**src/core/bsc_pkg.sv**
```systemverilog
// shared constants and types for the buck four set-point configuration block
`default_nettype none
package bsc_pkg;
    localparam logic [7:0] RUN_SP_OFS     = 8'h4a;
    localparam logic [7:0] STBY_SP_OFS    = 8'h4b;
    localparam logic [7:0] SLEEP_SP_OFS   = 8'h4c;
    localparam int         SP_CODE_W      = 6;
    localparam int         RANGE_BIT      = 6;
    localparam logic [5:0] SP_RESET       = 6'h00;
    localparam logic [6:0] RESERVED_FIRST = 7'h73;
    // edges after release until the range flop stops following the sync chain
    localparam logic [1:0] RANGE_SETTLE   = 2'h3;
    localparam int         LOW_BASE_MV    = 400;
    localparam int         LOW_STEP_MV    = 25;
    localparam int         HIGH_BASE_MV   = 800;
    localparam int         HIGH_STEP_MV   = 50;
    localparam int         MV_W           = 12;
    // operating state, one-hot
    typedef enum logic [2:0] {
        BSC_RUN   = 3'h1,
        BSC_STBY  = 3'h2,
        BSC_SLEEP = 3'h4
    } bsc_state_t;
endpackage : bsc_pkg
`default_nettype wire

```
**src/core/bsc_code_map.sv**
```systemverilog
// combinational map of a 7-bit set-point code to millivolts
`default_nettype none
module bsc_code_map (
    input  wire logic [6:0]             code,
    output logic      [bsc_pkg::MV_W-1:0] millivolts,
    output logic                        reserved
);
    // low range 0.4 V + n*25 mV, high range 0.8 V + k*50 mV
    always_comb begin
        if (code[bsc_pkg::RANGE_BIT]) begin
            millivolts = bsc_pkg::MV_W'(bsc_pkg::HIGH_BASE_MV
                         + bsc_pkg::HIGH_STEP_MV * int'(code[5:0]));
        end else begin
            millivolts = bsc_pkg::MV_W'(bsc_pkg::LOW_BASE_MV
                         + bsc_pkg::LOW_STEP_MV * int'(code[5:0]));
        end
        reserved = (code >= bsc_pkg::RESERVED_FIRST);
    end
endmodule // bsc_code_map
`default_nettype wire

```
**src/core/bsc_setpoint_config.sv**
```systemverilog
// register bank and active set-point selection for buck four
`default_nettype none
module bsc_setpoint_config (
    input  wire logic       clk,
    input  wire logic       rst_n,
    input  wire logic       fuse_range,
    input  wire logic       fuse_tracking,
    input  wire logic [2:0] op_state,
    input  wire logic       reg_wr,
    input  wire logic [7:0] reg_addr,
    input  wire logic [7:0] reg_wdata,
    output logic      [7:0] reg_rdata_r,
    output logic      [6:0] active_code_r,
    output logic [bsc_pkg::MV_W-1:0] active_mv_r,
    output logic            active_reserved_r,
    output logic            tracking_mode_r,
    output logic            half_ref_select_r,
    output logic            forced_continuous_r
);
    logic [5:0] run_sp_r, run_sp_nxt;
    logic [5:0] stby_sp_r, stby_sp_nxt;
    logic [5:0] sleep_sp_r, sleep_sp_nxt;
    logic       range_r, range_nxt;
    logic       range_sync1_r, range_sync2_r, trk_sync1_r, trk_sync2_r;
    logic [1:0] settle_r, settle_nxt;
    logic [7:0] rdata_nxt;
    logic [6:0] code_nxt;
    logic [bsc_pkg::MV_W-1:0] mv_comb;
    logic       rsv_comb;

    // register fields and the code map are built for six set-point bits only
    if (bsc_pkg::SP_CODE_W != 6 || bsc_pkg::RANGE_BIT != bsc_pkg::SP_CODE_W) begin : g_width_check
        $error("set-point width must be six bits below the range bit");
    end

    // fuse levels are static but foreign to clk, so synchronise them
    always_ff @(posedge clk or negedge rst_n) begin
        if (!rst_n) begin
            range_sync1_r <= 1'b0;
            range_sync2_r <= 1'b0;
            trk_sync1_r   <= 1'b0;
            trk_sync2_r   <= 1'b0;
        end else begin
            range_sync1_r <= fuse_range;
            range_sync2_r <= range_sync1_r;
            trk_sync1_r   <= fuse_tracking;
            trk_sync2_r   <= trk_sync1_r;
        end
    end

    // next values of the set points; range is caught once after release
    always_comb begin
        run_sp_nxt   = run_sp_r;
        stby_sp_nxt  = stby_sp_r;
        sleep_sp_nxt = sleep_sp_r;
        range_nxt    = range_r;
        settle_nxt   = settle_r;
        // sync chain leaves reset at 0, so keep sampling until it holds the fuse level
        if (settle_r != bsc_pkg::RANGE_SETTLE) begin
            range_nxt  = range_sync2_r;
            settle_nxt = settle_r + 2'h1;
        end
        if (reg_wr) begin
            // bit 6 of write data dropped: range only from fuses
            case (reg_addr)
                bsc_pkg::RUN_SP_OFS:   run_sp_nxt   = reg_wdata[5:0];
                bsc_pkg::STBY_SP_OFS:  stby_sp_nxt  = reg_wdata[5:0];
                bsc_pkg::SLEEP_SP_OFS: sleep_sp_nxt = reg_wdata[5:0];
                default: ;
            endcase
        end
    end

    // readback; one range flop serves all three so they never diverge
    always_comb begin
        case (reg_addr)
            bsc_pkg::RUN_SP_OFS:   rdata_nxt = {1'b0, range_r, run_sp_r};
            bsc_pkg::STBY_SP_OFS:  rdata_nxt = {1'b0, range_r, stby_sp_r};
            bsc_pkg::SLEEP_SP_OFS: rdata_nxt = {1'b0, range_r, sleep_sp_r};
            default:               rdata_nxt = 8'h00;
        endcase
    end

    // pick the set point of the present operating state
    always_comb begin
        case (op_state)
            bsc_pkg::BSC_STBY:  code_nxt = {range_r, stby_sp_r};
            bsc_pkg::BSC_SLEEP: code_nxt = {range_r, sleep_sp_r};
            default:            code_nxt = {range_r, run_sp_r};
        endcase
    end

    bsc_code_map u_map (
        .code       (code_nxt),
        .millivolts (mv_comb),
        .reserved   (rsv_comb)
    );

    // register everything
    always_ff @(posedge clk or negedge rst_n) begin
        if (!rst_n) begin
            run_sp_r            <= bsc_pkg::SP_RESET;
            stby_sp_r           <= bsc_pkg::SP_RESET;
            sleep_sp_r          <= bsc_pkg::SP_RESET;
            range_r             <= 1'b0;
            settle_r            <= 2'h0;
            reg_rdata_r         <= 8'h00;
            active_code_r       <= 7'h00;
            active_mv_r         <= bsc_pkg::MV_W'(bsc_pkg::LOW_BASE_MV); // voltage of code 0
            active_reserved_r   <= 1'b0;
            tracking_mode_r     <= 1'b0;
            half_ref_select_r   <= 1'b0;
            forced_continuous_r <= 1'b0;
        end else begin
            run_sp_r            <= run_sp_nxt;
            stby_sp_r           <= stby_sp_nxt;
            sleep_sp_r          <= sleep_sp_nxt;
            range_r             <= range_nxt;
            settle_r            <= settle_nxt;
            reg_rdata_r         <= rdata_nxt;
            active_code_r       <= code_nxt;
            active_mv_r         <= mv_comb;
            active_reserved_r   <= rsv_comb;
            tracking_mode_r     <= trk_sync2_r;
            half_ref_select_r   <= trk_sync2_r;
            forced_continuous_r <= trk_sync2_r;
        end
    end

    property p_range_locked;
        @(posedge clk) disable iff (!rst_n)
        settle_r == bsc_pkg::RANGE_SETTLE |=> $stable(range_r);
    endproperty
    a_range_locked: assert property (p_range_locked) else $error("range bit changed");

    property p_range_capture;
        @(posedge clk) disable iff (!rst_n)
        settle_r == 2'h2 |=> range_r == $past(range_sync2_r);
    endproperty
    a_range_capture: assert property (p_range_capture) else $error("range not taken");

    property p_sleep_write;
        @(posedge clk) disable iff (!rst_n)
        reg_wr && reg_addr == bsc_pkg::SLEEP_SP_OFS |=> sleep_sp_r == $past(reg_wdata[5:0]);
    endproperty
    a_sleep_write: assert property (p_sleep_write) else $error("sleep set point lost");

    property p_rd_run;
        @(posedge clk) disable iff (!rst_n)
        reg_addr == bsc_pkg::RUN_SP_OFS |=>
            reg_rdata_r == {1'b0, $past(range_r), $past(run_sp_r)};
    endproperty
    a_rd_run: assert property (p_rd_run) else $error("run readback wrong");

    property p_run_write;
        @(posedge clk) disable iff (!rst_n)
        reg_wr && reg_addr == bsc_pkg::RUN_SP_OFS |=> run_sp_r == $past(reg_wdata[5:0]);
    endproperty
    a_run_write: assert property (p_run_write) else $error("run set point not written");

    property p_stby_write;
        @(posedge clk) disable iff (!rst_n)
        reg_wr && reg_addr == bsc_pkg::STBY_SP_OFS |=> stby_sp_r == $past(reg_wdata[5:0]);
    endproperty
    a_stby_write: assert property (p_stby_write) else $error("standby set point lost");

    property p_rd_range;
        @(posedge clk) disable iff (!rst_n)
        reg_addr == bsc_pkg::SLEEP_SP_OFS |=> reg_rdata_r[6] == $past(range_r);
    endproperty
    a_rd_range: assert property (p_rd_range) else $error("sleep range readback wrong");

    property p_top_zero;
        @(posedge clk) disable iff (!rst_n) reg_rdata_r[7] == 1'b0;
    endproperty
    a_top_zero: assert property (p_top_zero) else $error("unused bit set");

    property p_low_mv;
        @(posedge clk) disable iff (!rst_n)
        !active_code_r[6] |-> active_mv_r == bsc_pkg::MV_W'(400 + 25 * int'(active_code_r[5:0]));
    endproperty
    a_low_mv: assert property (p_low_mv) else $error("low range voltage wrong");

    property p_high_mv;
        @(posedge clk) disable iff (!rst_n)
        active_code_r[6] |-> active_mv_r == bsc_pkg::MV_W'(800 + 50 * int'(active_code_r[5:0]));
    endproperty
    a_high_mv: assert property (p_high_mv) else $error("high range voltage wrong");

    property p_rsv;
        @(posedge clk) disable iff (!rst_n)
        active_reserved_r == (active_code_r > 7'h72);
    endproperty
    a_rsv: assert property (p_rsv) else $error("reserved flag wrong");

    property p_track;
        @(posedge clk) disable iff (!rst_n)
        tracking_mode_r |-> half_ref_select_r && forced_continuous_r;
    endproperty
    a_track: assert property (p_track) else $error("tracking outputs disagree");

    property p_trk_follow;
        @(posedge clk) disable iff (!rst_n)
        $rose(trk_sync2_r) |=> tracking_mode_r;
    endproperty
    a_trk_follow: assert property (p_trk_follow) else $error("tracking mode not entered");

    property p_trk_leave;
        @(posedge clk) disable iff (!rst_n)
        $fell(trk_sync2_r) |=> !tracking_mode_r && !half_ref_select_r && !forced_continuous_r;
    endproperty
    a_trk_leave: assert property (p_trk_leave) else $error("tracking mode not left");
endmodule // bsc_setpoint_config
`default_nettype wire

```
**config.mk**
```make
export PLATFORM = sky130hd
export DESIGN_NAME = bsc_setpoint_config
export DESIGN_NICKNAME = d
export VERILOG_FILES = /design/src/core/bsc_pkg.sv /design/src/core/bsc_code_map.sv /design/src/core/bsc_setpoint_config.sv
export SDC_FILE = /design/constraint.sdc
export NUM_CORES = 1
export LEC_CHECK = 0
export ABC_AREA = 1
export BUFFER_PORTS_ARGS = -buffer_cell sky130_fd_sc_hd__buf_2
export CAP_MARGIN = 20
export CORE_MARGIN = 2
export CORE_UTILIZATION = 45
export CTS_BUF_LIST = sky130_fd_sc_hd__clkbuf_2 sky130_fd_sc_hd__clkbuf_4 sky130_fd_sc_hd__clkbuf_8
export DETAILED_ROUTE_END_ITERATION = 10
export GPL_ROUTABILITY_DRIVEN = 0
export PLACE_DENSITY = 0.71
export SKIP_CTS_REPAIR_TIMING = 1
export SLEW_MARGIN = 15
export SYNTH_ARGS = -nofsm -noshare
export SYNTH_HDL_FRONTEND = slang
export SYNTH_SLANG_ARGS = --single-unit
```
**constraint.sdc**
```tcl
create_clock -name clk -period 7.15 [get_ports clk]
set_input_delay 0.715 -clock clk [delete_from_list [all_inputs] [get_ports clk]]
set_output_delay 0.715 -clock clk [all_outputs]
set_load 0.02 [all_outputs]
```
After elaboration in Yosys (flattened, before gate mapping)
Cells that the tools add are included.
- flip-flop bits (word level): 54
- word-level logic and storage cells: 32
- output and inout port bits: 31
- multipliers: 2
- muxes and demuxes: 3
- reduce and logical (&&, ||, !) cells: 3
- equality and inequality tests: 6
- order comparisons: 1
- $add $sub $neg: 3
- operators with widths (operator ; count):
    $eq A8 B7 Y1 const B ; 3
    $mul A5 B6 Y11 const A ; 2
    $pmux W7 S3 ; 1
    $add A10 B12 Y12 const A ; 1
    $add A11 B12 Y12 const A ; 1
    $mux W12 ; 1
    $pmux W6 S2 ; 1
    $ge A7 B7 Y1 const B ; 1
    $reduce_and A2 Y1 ; 3
    $eq A3 B2 Y1 const B ; 1
    $eq A3 B3 Y1 const B ; 1
    $add A2 B1 Y2 const B ; 1
    $ne A2 B2 Y1 const B ; 1

Logic depth before layout (Yosys ltp)
Gate-level depths: netlist of run 1.
- word-level depth: 5
- depth in mapped cells: 20
- gate-level depth less buffers: 20

Cells and area by module
Synthesis of run 1 repeated with hierarchy kept, for this count alone.
- cells, all modules: 346
- area, all modules: 2955.3 µm²
- modules (own cells, without submodules) (module ; area each (µm²) ; cells each ; instances):
    bsc_setpoint_config ; 2099.5 ; 208 ; 1
    bsc_code_map ; 855.8 ; 138 ; 1

Least setup slack after synthesis of run 1
OpenSTA, ideal clock, no wires.
- path kind: in2reg
- start: input port op_state[0]
- end: register active_mv_r[10] (netlist bit)
- stages: 18
- library setup time: 117 ps
- slack: 3693 ps
- path buffers: 0
- data arrival time: 3339 ps
- cell sequence: inv_1 > nand3_1 > inv_1 > a22o_1 > a21oi_1 > inv_1 > ha_1 > ha_1 > ha_1 > ha_1 > a21oi_1 > nand3b_1 > nand2_1 > nand3_2 > nand2_1 > nand2_1 > nand3_1 > nand2_1
- word-level cells in the longest chain between the ends: 5
- elaborated cells between the ends (all ways): 8
- those cells by class: add/sub: 2; mul: 2; eq/ne: 2; mux: 2
- ends and longest elaborated chain (element ; RTL line ; text):
    from (decl) ; bsc_setpoint_config.sv:8 ; input wire logic [2:0] op_state,
    $eq A3 B3 Y1 or $eq A3 B2 Y1 (tied branches) ; bsc_setpoint_config.sv:86 ; case (op_state)
    $pmux W6 S2 (*) ; bsc_setpoint_config.sv:86 ;
    named net code_nxt[3] ; bsc_setpoint_config.sv:27 ; logic [6:0] code_nxt;
    $mul A5 B6 Y11 ; bsc_code_map.sv:12, bsc_code_map.sv:15 ;
    $add A10 B12 Y12 or $add A11 B12 Y12 (tied branches) ; bsc_code_map.sv:15, bsc_code_map.sv:12 ;
    $mux W12 (*) ; bsc_code_map.sv:10 ; if (code[bsc_pkg::RANGE_BIT]) begin
    named net mv_comb (one bit) ; bsc_setpoint_config.sv:28 ; logic [bsc_pkg::MV_W-1:0] mv_comb;
    to (signal assigned) ; bsc_setpoint_config.sv:109 ; active_mv_r <= bsc_pkg::MV_W'(bsc_pkg::LOW_BASE_MV);
    to (signal assigned) ; bsc_setpoint_config.sv:122 ; active_mv_r <= mv_comb;
    to (decl) ; bsc_setpoint_config.sv:14 ; output logic [bsc_pkg::MV_W-1:0] active_mv_r,
Mark *: on every way through the listed nets, which the timed path passes. The rest lies on a longest branch.
A chain may end at the register's enable or synchronous reset.

Worst setup path after layout of run 1
- start: input port op_state[0]
- end: register active_mv_r[11] (netlist bit)
The elaborated chain is that of the path after synthesis.

==> impl_results.md, run 1 <==
* Worst Reg-to-Reg Cells at 15
* Leakage at 1.76 nW
* WHS Endpoint: range_sync2_r
* Final min period at 3.62 ns
* CTS buffer count at 5
* Drt wl/cell at 12.0 um
* DRC Markers at 0
* Flop pwr share at 35.4%
* Initial antenna violation count at 0
* Worst path top cell family by delay: adder cells
* P_int at 633 uW
* RSZ-0062 raised after global routing: false
* DP Worst Slack at 3.19 ns
* All-Layer GR Usage at 16.2%
* Count of different cell masters after synthesis at 29
* Max cap viols at 0
* CTS Sinks at 53
* Slowest stage cell, crit path: ha_1
* Placed inst area at 3150 um^2
* Relative slew slack at 50.3%
* Worst R2R Start: sleep_sp_r[4]
* Buffers on Ports at 51
* Hold WC Path Type: flip-flop to flip-flop
* P per Cell Area at 303 nW/um^2
* Antenna viol nets, final at 0
* First-pass GRT wire length at 9.40 mm
* Crit Path Max Fanout at 7
* Crit path required time at 7.35 ns
* Syn avg cell area at 8.84 um^2
* Worst setup EP type: flip-flop
* Die W at 83.6 um
* DR vias at 2,214
* Worst-path cell chain: buf_2 -> inv_1 -> nand3_1 -> inv_1 -> a22o_1 -> a21oi_1 -> inv_1 -> ha_1 -> ha_1 -> ha_1 -> ha_1 -> a21oi_1 -> nand3b_1 -> nand2_1 -> nand3_2 -> nand2_1 -> nand2_1 -> nand3_1 -> nand2_1
* Final Max Slew Viols at 0
* Outcome: finished clean
* Final period util at 50.7%
* Non-Filler Cell Area, Final at 3280 um^2
* Startpoint types: input port
* Nets at 427
* Register area share after synthesis at 46.7%
* Logic pwr share at 41.0%
* Critical Path AT at 3.83 ns
* CTS clk-pin slew, worst paths at 0.10 ns
* Worst-Skew Late Latency at 0.31 ns
* Root buf cell: clkbuf_8
* Switching share of power at 36.4%
* Initial core utilization at 47.3%
* Clock tree buffer depth at 2
* Setup ws final at 3.53 ns
* Mapped Cells at 322
* CORE AREA at 6030 um^2
* GR Overflow Total at 0
* Cells after DPL at 441
* Non-Filler Instances at 449
* Worst Path Buf+Inv at 4
* Reg2Reg Setup Slack at 3.88 ns
* Die height at 83.6 um
* Critical R2R Capture: active_mv_r[11]
* Area grow syn2layout at 15.3%
* Maximum VDD drop at 0.226 mV
* Largest net degree at the start of global routing at 54
* HPWL Detailed at 4.14 mm
* Final hold viol count at 0
* Die area at 6980 um^2
* Commonest non-fill, non-tap cell in the layout: nand2_1
* First-pass iteration count of the detailed router at 7
* Worst hold path depth at 0
* Syn nets at 376
* Slowest stage delay, CP at 0.38 ns
* Top cell type's share of synthesized area at 43.9%
* YS warnings at 0
* Layout cells sized above 1 at 20.9%
* Worst Hold Launch: range_sync1_r
* #FFs+latches synth at 53
* Final wirelength at 5.37 mm
* Most area-hungry cell type in the Yosys netlist: dfrtp_1
* Vias in the first global route at 2,098
* F_max at 276 MHz
* Vias per inst at 4.93
* Worst Tran Pin Value at 0.740 ns
* Top cells by area, synth: dfrtp_1, ha_1, nand2_1
* Final setup fails at 0
* # diodes at 0
* Initial DRC count at 104
* Crit path kind: input port to flip-flop
* Commonest cells after routing, fill and taps aside: nand2_1, buf_2, dfrtp_1, inv_1, ha_1
* Clock share of power at 23.5%
* Post-Syn Area at 2850 um^2
* CTS H-tree lvls at 2
* TNS Setup at 0 ns
* Clk_skew at 0.0128 ns
* Boundary Pins at 55
* CTS tree: yes
* P_sw at 363 uW
* Row count at 28
## worst max-delay path by stage
stage	from	to	depth (start not counted)
final	op_state[0]	active_mv_r[11]	19
after global routing	op_state[1]	active_mv_r[11]	19
after CTS	op_state[0]	active_mv_r[11]	19
after detailed placement	op_state[0]	active_mv_r[11]	19
after global placement	op_state[0]	active_mv_r[11]	19
after floorplan	op_state[0]	active_mv_r[10]	18
## power groups by stage
stage	Combinational, mW	Sequential, mW	Clock [mW]
after floorplan	0.281	0.398	0
after global placement	0.401	0.358	0
after detailed placement	0.411	0.359	0
after CTS	0.414	0.353	0.242
after global routing	0.474	0.357	0.254
final	0.409	0.353	0.235
## cells by family (layout without fill, tap and decap cells)
| kind of cell | after synthesis | after routing | synth area share (%) |
|---|---|---|---|
| compound gates | 41 | 41 | 8.22 |
| mux | 1 | 1 | 0.395 |
| fa+ha+maj | 30 | 30 | 13.4 |
| flops | 53 | 53 | 46.7 |
| buf+inv | 54 | 106 | 8.00 |
| xor+xnor | 4 | 4 | 1.49 |
| simple gates | 138 | 138 | 21.6 |
| other cells | 1 | 1 | 0.132 |
## stage by stage
step | utilization, % | power [mW] | hold slack (ns)
floorplan | - | 0.679 | 0.331
global placement | 52.3 | 0.760 | 0.332
detailed placement | 52.3 | 0.770 | 0.341
CTS | 54.5 | 1.01 | 0.359
global route | 54.5 | 1.08 | 0.366
finish | 54.5 | 0.996 | 0.354
## worst register-to-register path, delay by kind of cell (launching register included)
family | cells | cell delay (ns)
adder cells (fa/ha/maj) | 4 | 1.30
buffers and inverters | 1 | 0.19
AND/OR/NAND/NOR | 7 | 0.59
flip-flops | 1 | 0.42
AO/OA/AOI/OAI | 3 | 0.67
## sequential cells by signal, indices dropped and copies added (netlist names)
| register | count |
|---|---|
| range_r | 1 |
| sleep_sp_r | 6 |
| trk_sync1_r | 1 |
| active_code_r | 7 |
| active_reserved_r | 1 |
| trk_sync2_r | 1 |
| range_sync2_r | 1 |
| active_mv_r | 12 |
| reg_rdata_r | 7 |
| forced_continuous_r | 1 |
| run_sp_r | 6 |
| stby_sp_r | 6 |
| range_sync1_r | 1 |
| settle_r | 2 |
## cell usage after synthesis
master	count
dfstp_2	3
buf_2	2
nand2_1	90
o21ai_1	1
o21ai_0	23
nor2_2	1
nand3_2	3
nand4_1	3
buf_4	6
nor2_1	11
dfrtp_1	50
nand3_1	19
nand3b_1	1
xnor2_1	3
nand2_2	4
inv_1	46
a22o_1	2
nor2_4	1
nor3_1	2
nor3_2	2
o211ai_1	7
nand4_2	1
xor2_2	1
fa_1	1
a21oi_1	7
ha_1	29
mux2_2	1
o21ai_2	1
conb_1	1
## layout make-up
class / count / area [um^2]
sequential: 53 / 1330
clock buffer: 5 / 68.8
clock inverter: 3 / 65.1
fill: 600 / 2740
multi-input combinational: 215 / 1290
inverter: 46 / 173
timing repair buffer: 52 / 263
tap: 75 / 93.8
## metal layers
layer	up-vias	routed length, um	global-route usage, %
met3	9	236	3.26
met1	1016	2370	20.8
met4	0	75	4.55
met5	-	0	0
li1	1126	-	-
met2	63	2690	28.0
(Power assumes the default switching activity.)
==> run 2: changes to the inputs <==
PLACE_DENSITY = 0.74   (was 0.71)
clock period = 3.1 ns   (was 7.15 ns; I/O delays follow)
==> run 2 against run 1 <==
Net effect: hold slack lost 0.34 ns; worst setup slack lost 3.4 ns; count of clock-buffer cells in the layout is the same; via count grew 5.6%; total power grew 150%; die area is the same; critical endpoint is now active_mv_r[10].
==> impl_results.md, run 2 (synthesis results as in run 1) <==
* Initial antenna violation count at 0
* Final wirelength at 5.65 mm
* Boundary Pins at 55
* DP Worst Slack at -0.254 ns
* Worst-Skew Late Latency at 0.30 ns
* Crit path kind: flip-flop to flip-flop
* Final design utilization at 58.8%
* Area grow syn2layout at 24.5%
* Max cap viols at 0
* Initial core utilization at 47.3%
* Setup ws final at 0.138 ns
* Commonest non-fill, non-tap cell in the layout: nand2_1
* Max FFs per register at 12
* Cells after DPL at 464
* Logic pwr share at 48.5%
* Clock share of power at 18.5%
* Reg2Reg Setup Slack at 0.14 ns
* CTS Sinks at 53
* Flop pwr share at 33.1%
* Final hold viol count at 0
* Worst-path cell chain: a22o_1 -> a21oi_2 -> inv_2 -> ha_1 -> ha_1 -> ha_1 -> ha_4 -> nand2_1 -> inv_1 -> nand3_1 -> nand2_1 -> nand2_1 -> nand2_2 -> nand3_1 -> nand3_1 -> nand2_1
* Worst setup EP type: flip-flop
* Antenna viol nets, final at 0
* HPWL Detailed at 4.27 mm
* First-pass iteration count of the detailed router at 4
* Final min period at 2.96 ns
* Root buf cell: clkbuf_8
* DRC Markers at 0
* Most frequent CP cell: nand2_1
* CTS H-tree lvls at 2
* Largest net degree at the start of global routing at 54
* Slowest stage delay, CP at 0.41 ns
* Die height at 83.6 um
* # diodes at 0
* Vias in the first global route at 2,176
* Die W at 83.6 um
* Commonest cells after routing, fill and taps aside: nand2_1, dfrtp_1, buf_2, inv_1, buf_4
* Clk_skew at 0.00670 ns
* CTS tree: yes
* Biggest regs: active_mv_r (12), active_code_r (7), reg_rdata_r (7)
* GR Overflow Total at 0
* M1 GR Usage at 19.3%
* Slowest stage cell, crit path: dfrtp_1
* Drt wl/cell at 11.9 um
* Worst Setup SP: sleep_sp_r[4]
* Maximum VDD drop at 0.567 mV
* First-pass GRT wire length at 9.33 mm
* CTS buffer count at 5
* GR peak layer: met2
* Leakage at 1.87 nW
* Row count at 28
* Crit path required time at 3.30 ns
* Worst R2R Start: sleep_sp_r[4]
* P_sw at 895 uW
* Buffers on Ports at 51
* Relative slew slack at 49.6%
* CTS clk-pin slew, worst paths at 0.09 ns
* Vias per inst at 4.92
* Switching share of power at 36.3%
* Worst Tran Pin Value at 0.749 ns
* Critical Path AT at 3.16 ns
* All-Layer GR Usage at 16.1%
* P_int at 1.57 mW
* DR vias at 2,337
* Clock tree buffer depth at 2
* Final setup fails at 0
* Startpoint types: flip-flop
* M3 GR Usage at 3.17%
* Final period util at 95.6%
* P per Cell Area at 695 nW/um^2
* Initial DRC count at 87
* Hold WC Path Type: input port to asynchronous set/reset pin
* Crit Path Max Fanout at 6
* Outcome: finished clean
* Nets at 454
* Die area at 6980 um^2
* Pwr Total at 2.47 mW
* F_max at 338 MHz
* CORE AREA at 6030 um^2
* Layout cells sized above 1 at 29.5%
* GR Layer Usage met2 at 29.4%
* Register bank with the most flops: active_mv_r
* Non-Filler Instances at 475
* Final Max Slew Viols at 0
[run 2: worst max-delay path: cells and delay by family, from the launching register on]
family          cells  cell delay, ns
compound gates      2            0.41
fa+ha+maj           4            1.24
buf+inv             2            0.14
flops               1            0.41
simple gates        8            0.65
[run 2: final timing paths]
| check | cells past startpoint | end |
|---|---|---|
| worst min-delay path | 1 | active_mv_r[10] |
| max in group asynchronous | 1 | range_sync2_r |
| worst max-delay path | 16 | active_mv_r[10] |
| worst max register to register | 16 | active_mv_r[10] |
| min in group clk | 1 | trk_sync1_r |
| worst min register to register | 0 | trk_sync2_r |
[run 2: per-layer routing]
metal	share of wire, %	routed length (um)	vias up
li1	-	-	1179
met1	43	2450	1091
met2	51	2910	56
met3	4.0	224	11
met4	1.3	72	0
met5	0	0	-
[run 2: cell type report]
type / count / area [um^2]
Tap cell: 75 / 93.8
Clock inverter: 2 / 38.8
Fill cell: 521 / 2480
Clock buffer: 5 / 68.8
Multi-Input combinational cell: 215 / 1370
Timing Repair Buffer: 79 / 468
Sequential cell: 53 / 1330
Inverter: 46 / 173
[run 2: per-stage QoR]
stage                     setup TNS (ns)  area (um^2)  hold WS [ns]
after floorplan                        0         2850        0.0144
after global placement            -0.617         3320         0.332
after detailed placement           -1.08         3320         0.335
after CTS                        -0.0813         3430        0.0979
after global routing             -0.0546         3550        0.0771
final                                  0         3550        0.0190
[run 2: power groups by stage]
stage	Sequential (mW)	Clock [mW]	Combinational [mW]
finish	0.815	0.455	1.20
global route	0.824	0.503	1.33
CTS	0.815	0.473	1.10
detailed placement	0.829	0	1.09
global placement	0.828	0	1.06
floorplan	0.918	0	0.648
==> run 3: changes to the inputs <==
CTS_CLUSTER_SIZE = 8   (was unset)
PLACE_DENSITY = 0.7   (was 0.74)
==> run 3 against run 2 <==
Net effect: sequential share of layout area shrank 0.39 points; die area is the same; wire length grew 5.8%; non-clock buffer count grew 1; count of clock-buffer cells in the layout grew 1; maximum frequency grew 0.60%; combinational power grew 4%; critical path depth grew 1.
==> impl_results.md, run 3 (synthesis results as in run 1) <==
* Outcome: finished clean
* Final setup fails at 0
* Worst-Skew Late Latency at 0.31 ns
* Worst R2R Start: run_sp_r[2]
* Worst Path Buf+Inv at 3
* CTS Sinks at 53
* HPWL Detailed at 4.43 mm
* Worst-path cell chain: buf_2 -> nor2_1 -> nand2_1 -> nand2_2 -> buf_4 -> o211ai_1 -> buf_4 -> ha_1 -> ha_1 -> ha_1 -> fa_2 -> ha_1 -> nand2_1 -> nand3_2 -> nand3_1 -> nand3_1 -> nand2_1
* All-Layer GR Usage at 17.0%
* Worst setup EP type: flip-flop
* Row count at 28
* # diodes at 0
* Commonest cells after routing, fill and taps aside: nand2_1, buf_2, dfrtp_1, inv_1, buf_4
* Final wirelength at 5.98 mm
* Register bank with the most flops: active_mv_r
* Vias in the first global route at 2,188
* Initial antenna violation count at 0
* Worst Tran Pin Value at 0.704 ns
* First-pass GRT wire length at 9.80 mm
* Relative slew slack at 52.7%
* Startpoint types: input port
* Clk_skew at 0.00254 ns
* Boundary Pins at 55
* Worst path top cell family by delay: adder cells
* Die area at 6980 um^2
* Clock tree buffer depth at 2
* Setup crit end: active_mv_r[10]
* Worst Reg-to-Reg Cells at 14
* Final min period at 2.94 ns
* Largest net degree at the start of global routing at 30
* CTS clk-pin slew, worst paths at 0.09 ns
* F_max at 340 MHz
* Critical Path Stages at 17
* Max FFs per register at 12
* Die W at 83.6 um
* Root buf cell: clkbuf_8
* Max cap viols at 0
* Final period util at 95.0%
* Initial DRC count at 104
* Pwr Total at 2.47 mW
* Reg2Reg Setup Slack at 0.20 ns
* Critical R2R Capture: active_mv_r[10]
* Area grow syn2layout at 25.8%
* Hold WC Path Type: input port to asynchronous set/reset pin
* Maximum VDD drop at 0.574 mV
* P per Cell Area at 689 nW/um^2
* Crit path kind: input port to flip-flop
* Worst Setup SP: op_state[1]
* Crit Path Max Fanout at 4
* Non-Filler Instances at 477
* Non-Filler Cell Area, Final at 3580 um^2
* Commonest non-fill, non-tap cell in the layout: nand2_1
* CTS tree: yes
* Sequential Area at 1330 um^2
* DR vias at 2,332
* CTS buffer count at 5
* Fill cell count at 522
* Placed inst area at 3330 um^2
* Critical Path AT at 3.15 ns
* Layout cells sized above 1 at 30.1%
* CTS H-tree lvls at 2
* Slowest stage cell, crit path: fa_2
* Multi-input gate area at 1420 um^2
* Slowest stage delay, CP at 0.55 ns
* Die height at 83.6 um
* DRC Markers at 0
* Drt wl/cell at 12.5 um
* GR Overflow Total at 0
* Leakage at 1.87 nW
* Crit path required time at 3.30 ns
* Initial core utilization at 47.3%
* Final Max Slew Viols at 0
* Vias per inst at 4.89
* Final hold viol count at 0
* CORE AREA at 6030 um^2
* Antenna viol nets, final at 0
* Biggest regs: active_mv_r (12), active_code_r (7), reg_rdata_r (7)
* Nets at 455
* Final design utilization at 59.5%
* First-pass iteration count of the detailed router at 4
* Most frequent CP cell: ha_1
* Cells after DPL at 465
* Buffers on Ports at 51
-- run 3: power breakdown --
part	leakage, nW	switching [mW]	total [mW]	internal [mW]
combinational	1.19	0.683	1.25	0.568
sequential	0.631	0.0263	0.815	0.789
clock	0.0490	0.233	0.403	0.170
total	1.87	0.942	2.47	1.53
-- run 3: final cells by class --
cell class	count	share of cell area [%]
multi-input combinational	215	39.7
clock buffer	6	2.13
clock inverter	2	0.384
inverter	46	4.82
sequential	53	37.1
timing repair buffer	80	13.2
tap	75	2.62
-- run 3: worst min path at each step --
stage | start | to | cells past startpoint
floorplan | rst_n | active_code_r[0] | 0
global placement | trk_sync1_r | trk_sync2_r | 0
detailed placement | trk_sync2_r | forced_continuous_r | 0
CTS | rst_n | reg_rdata_r[0] | 1
global route | rst_n | active_mv_r[5] | 1
finish | rst_n | active_mv_r[9] | 1
-- run 3: metrics by stage --
step | setup TNS, ns | setup WS [ns] | hold WS, ns
2_1_floorplan | 0 | 0.0482 | 0.0144
3_3_place_gp | -0.809 | -0.179 | 0.333
3_5_place_dp | -1.24 | -0.255 | 0.340
4_1_cts | -0.0563 | -0.0293 | 0.0414
5_1_grt | -0.0736 | -0.0275 | 0.0642
6_report | 0 | 0.155 | 0.0121
-- run 3: layer usage --
layer | vias to the layer above | track usage [%] | wire length (um)
li1 | 1183 | - | -
met1 | 1092 | 21.2 | 2590
met2 | 50 | 30.7 | 3120
met3 | 7 | 3.36 | 204
met4 | 0 | 3.52 | 66
met5 | - | 0 | 0
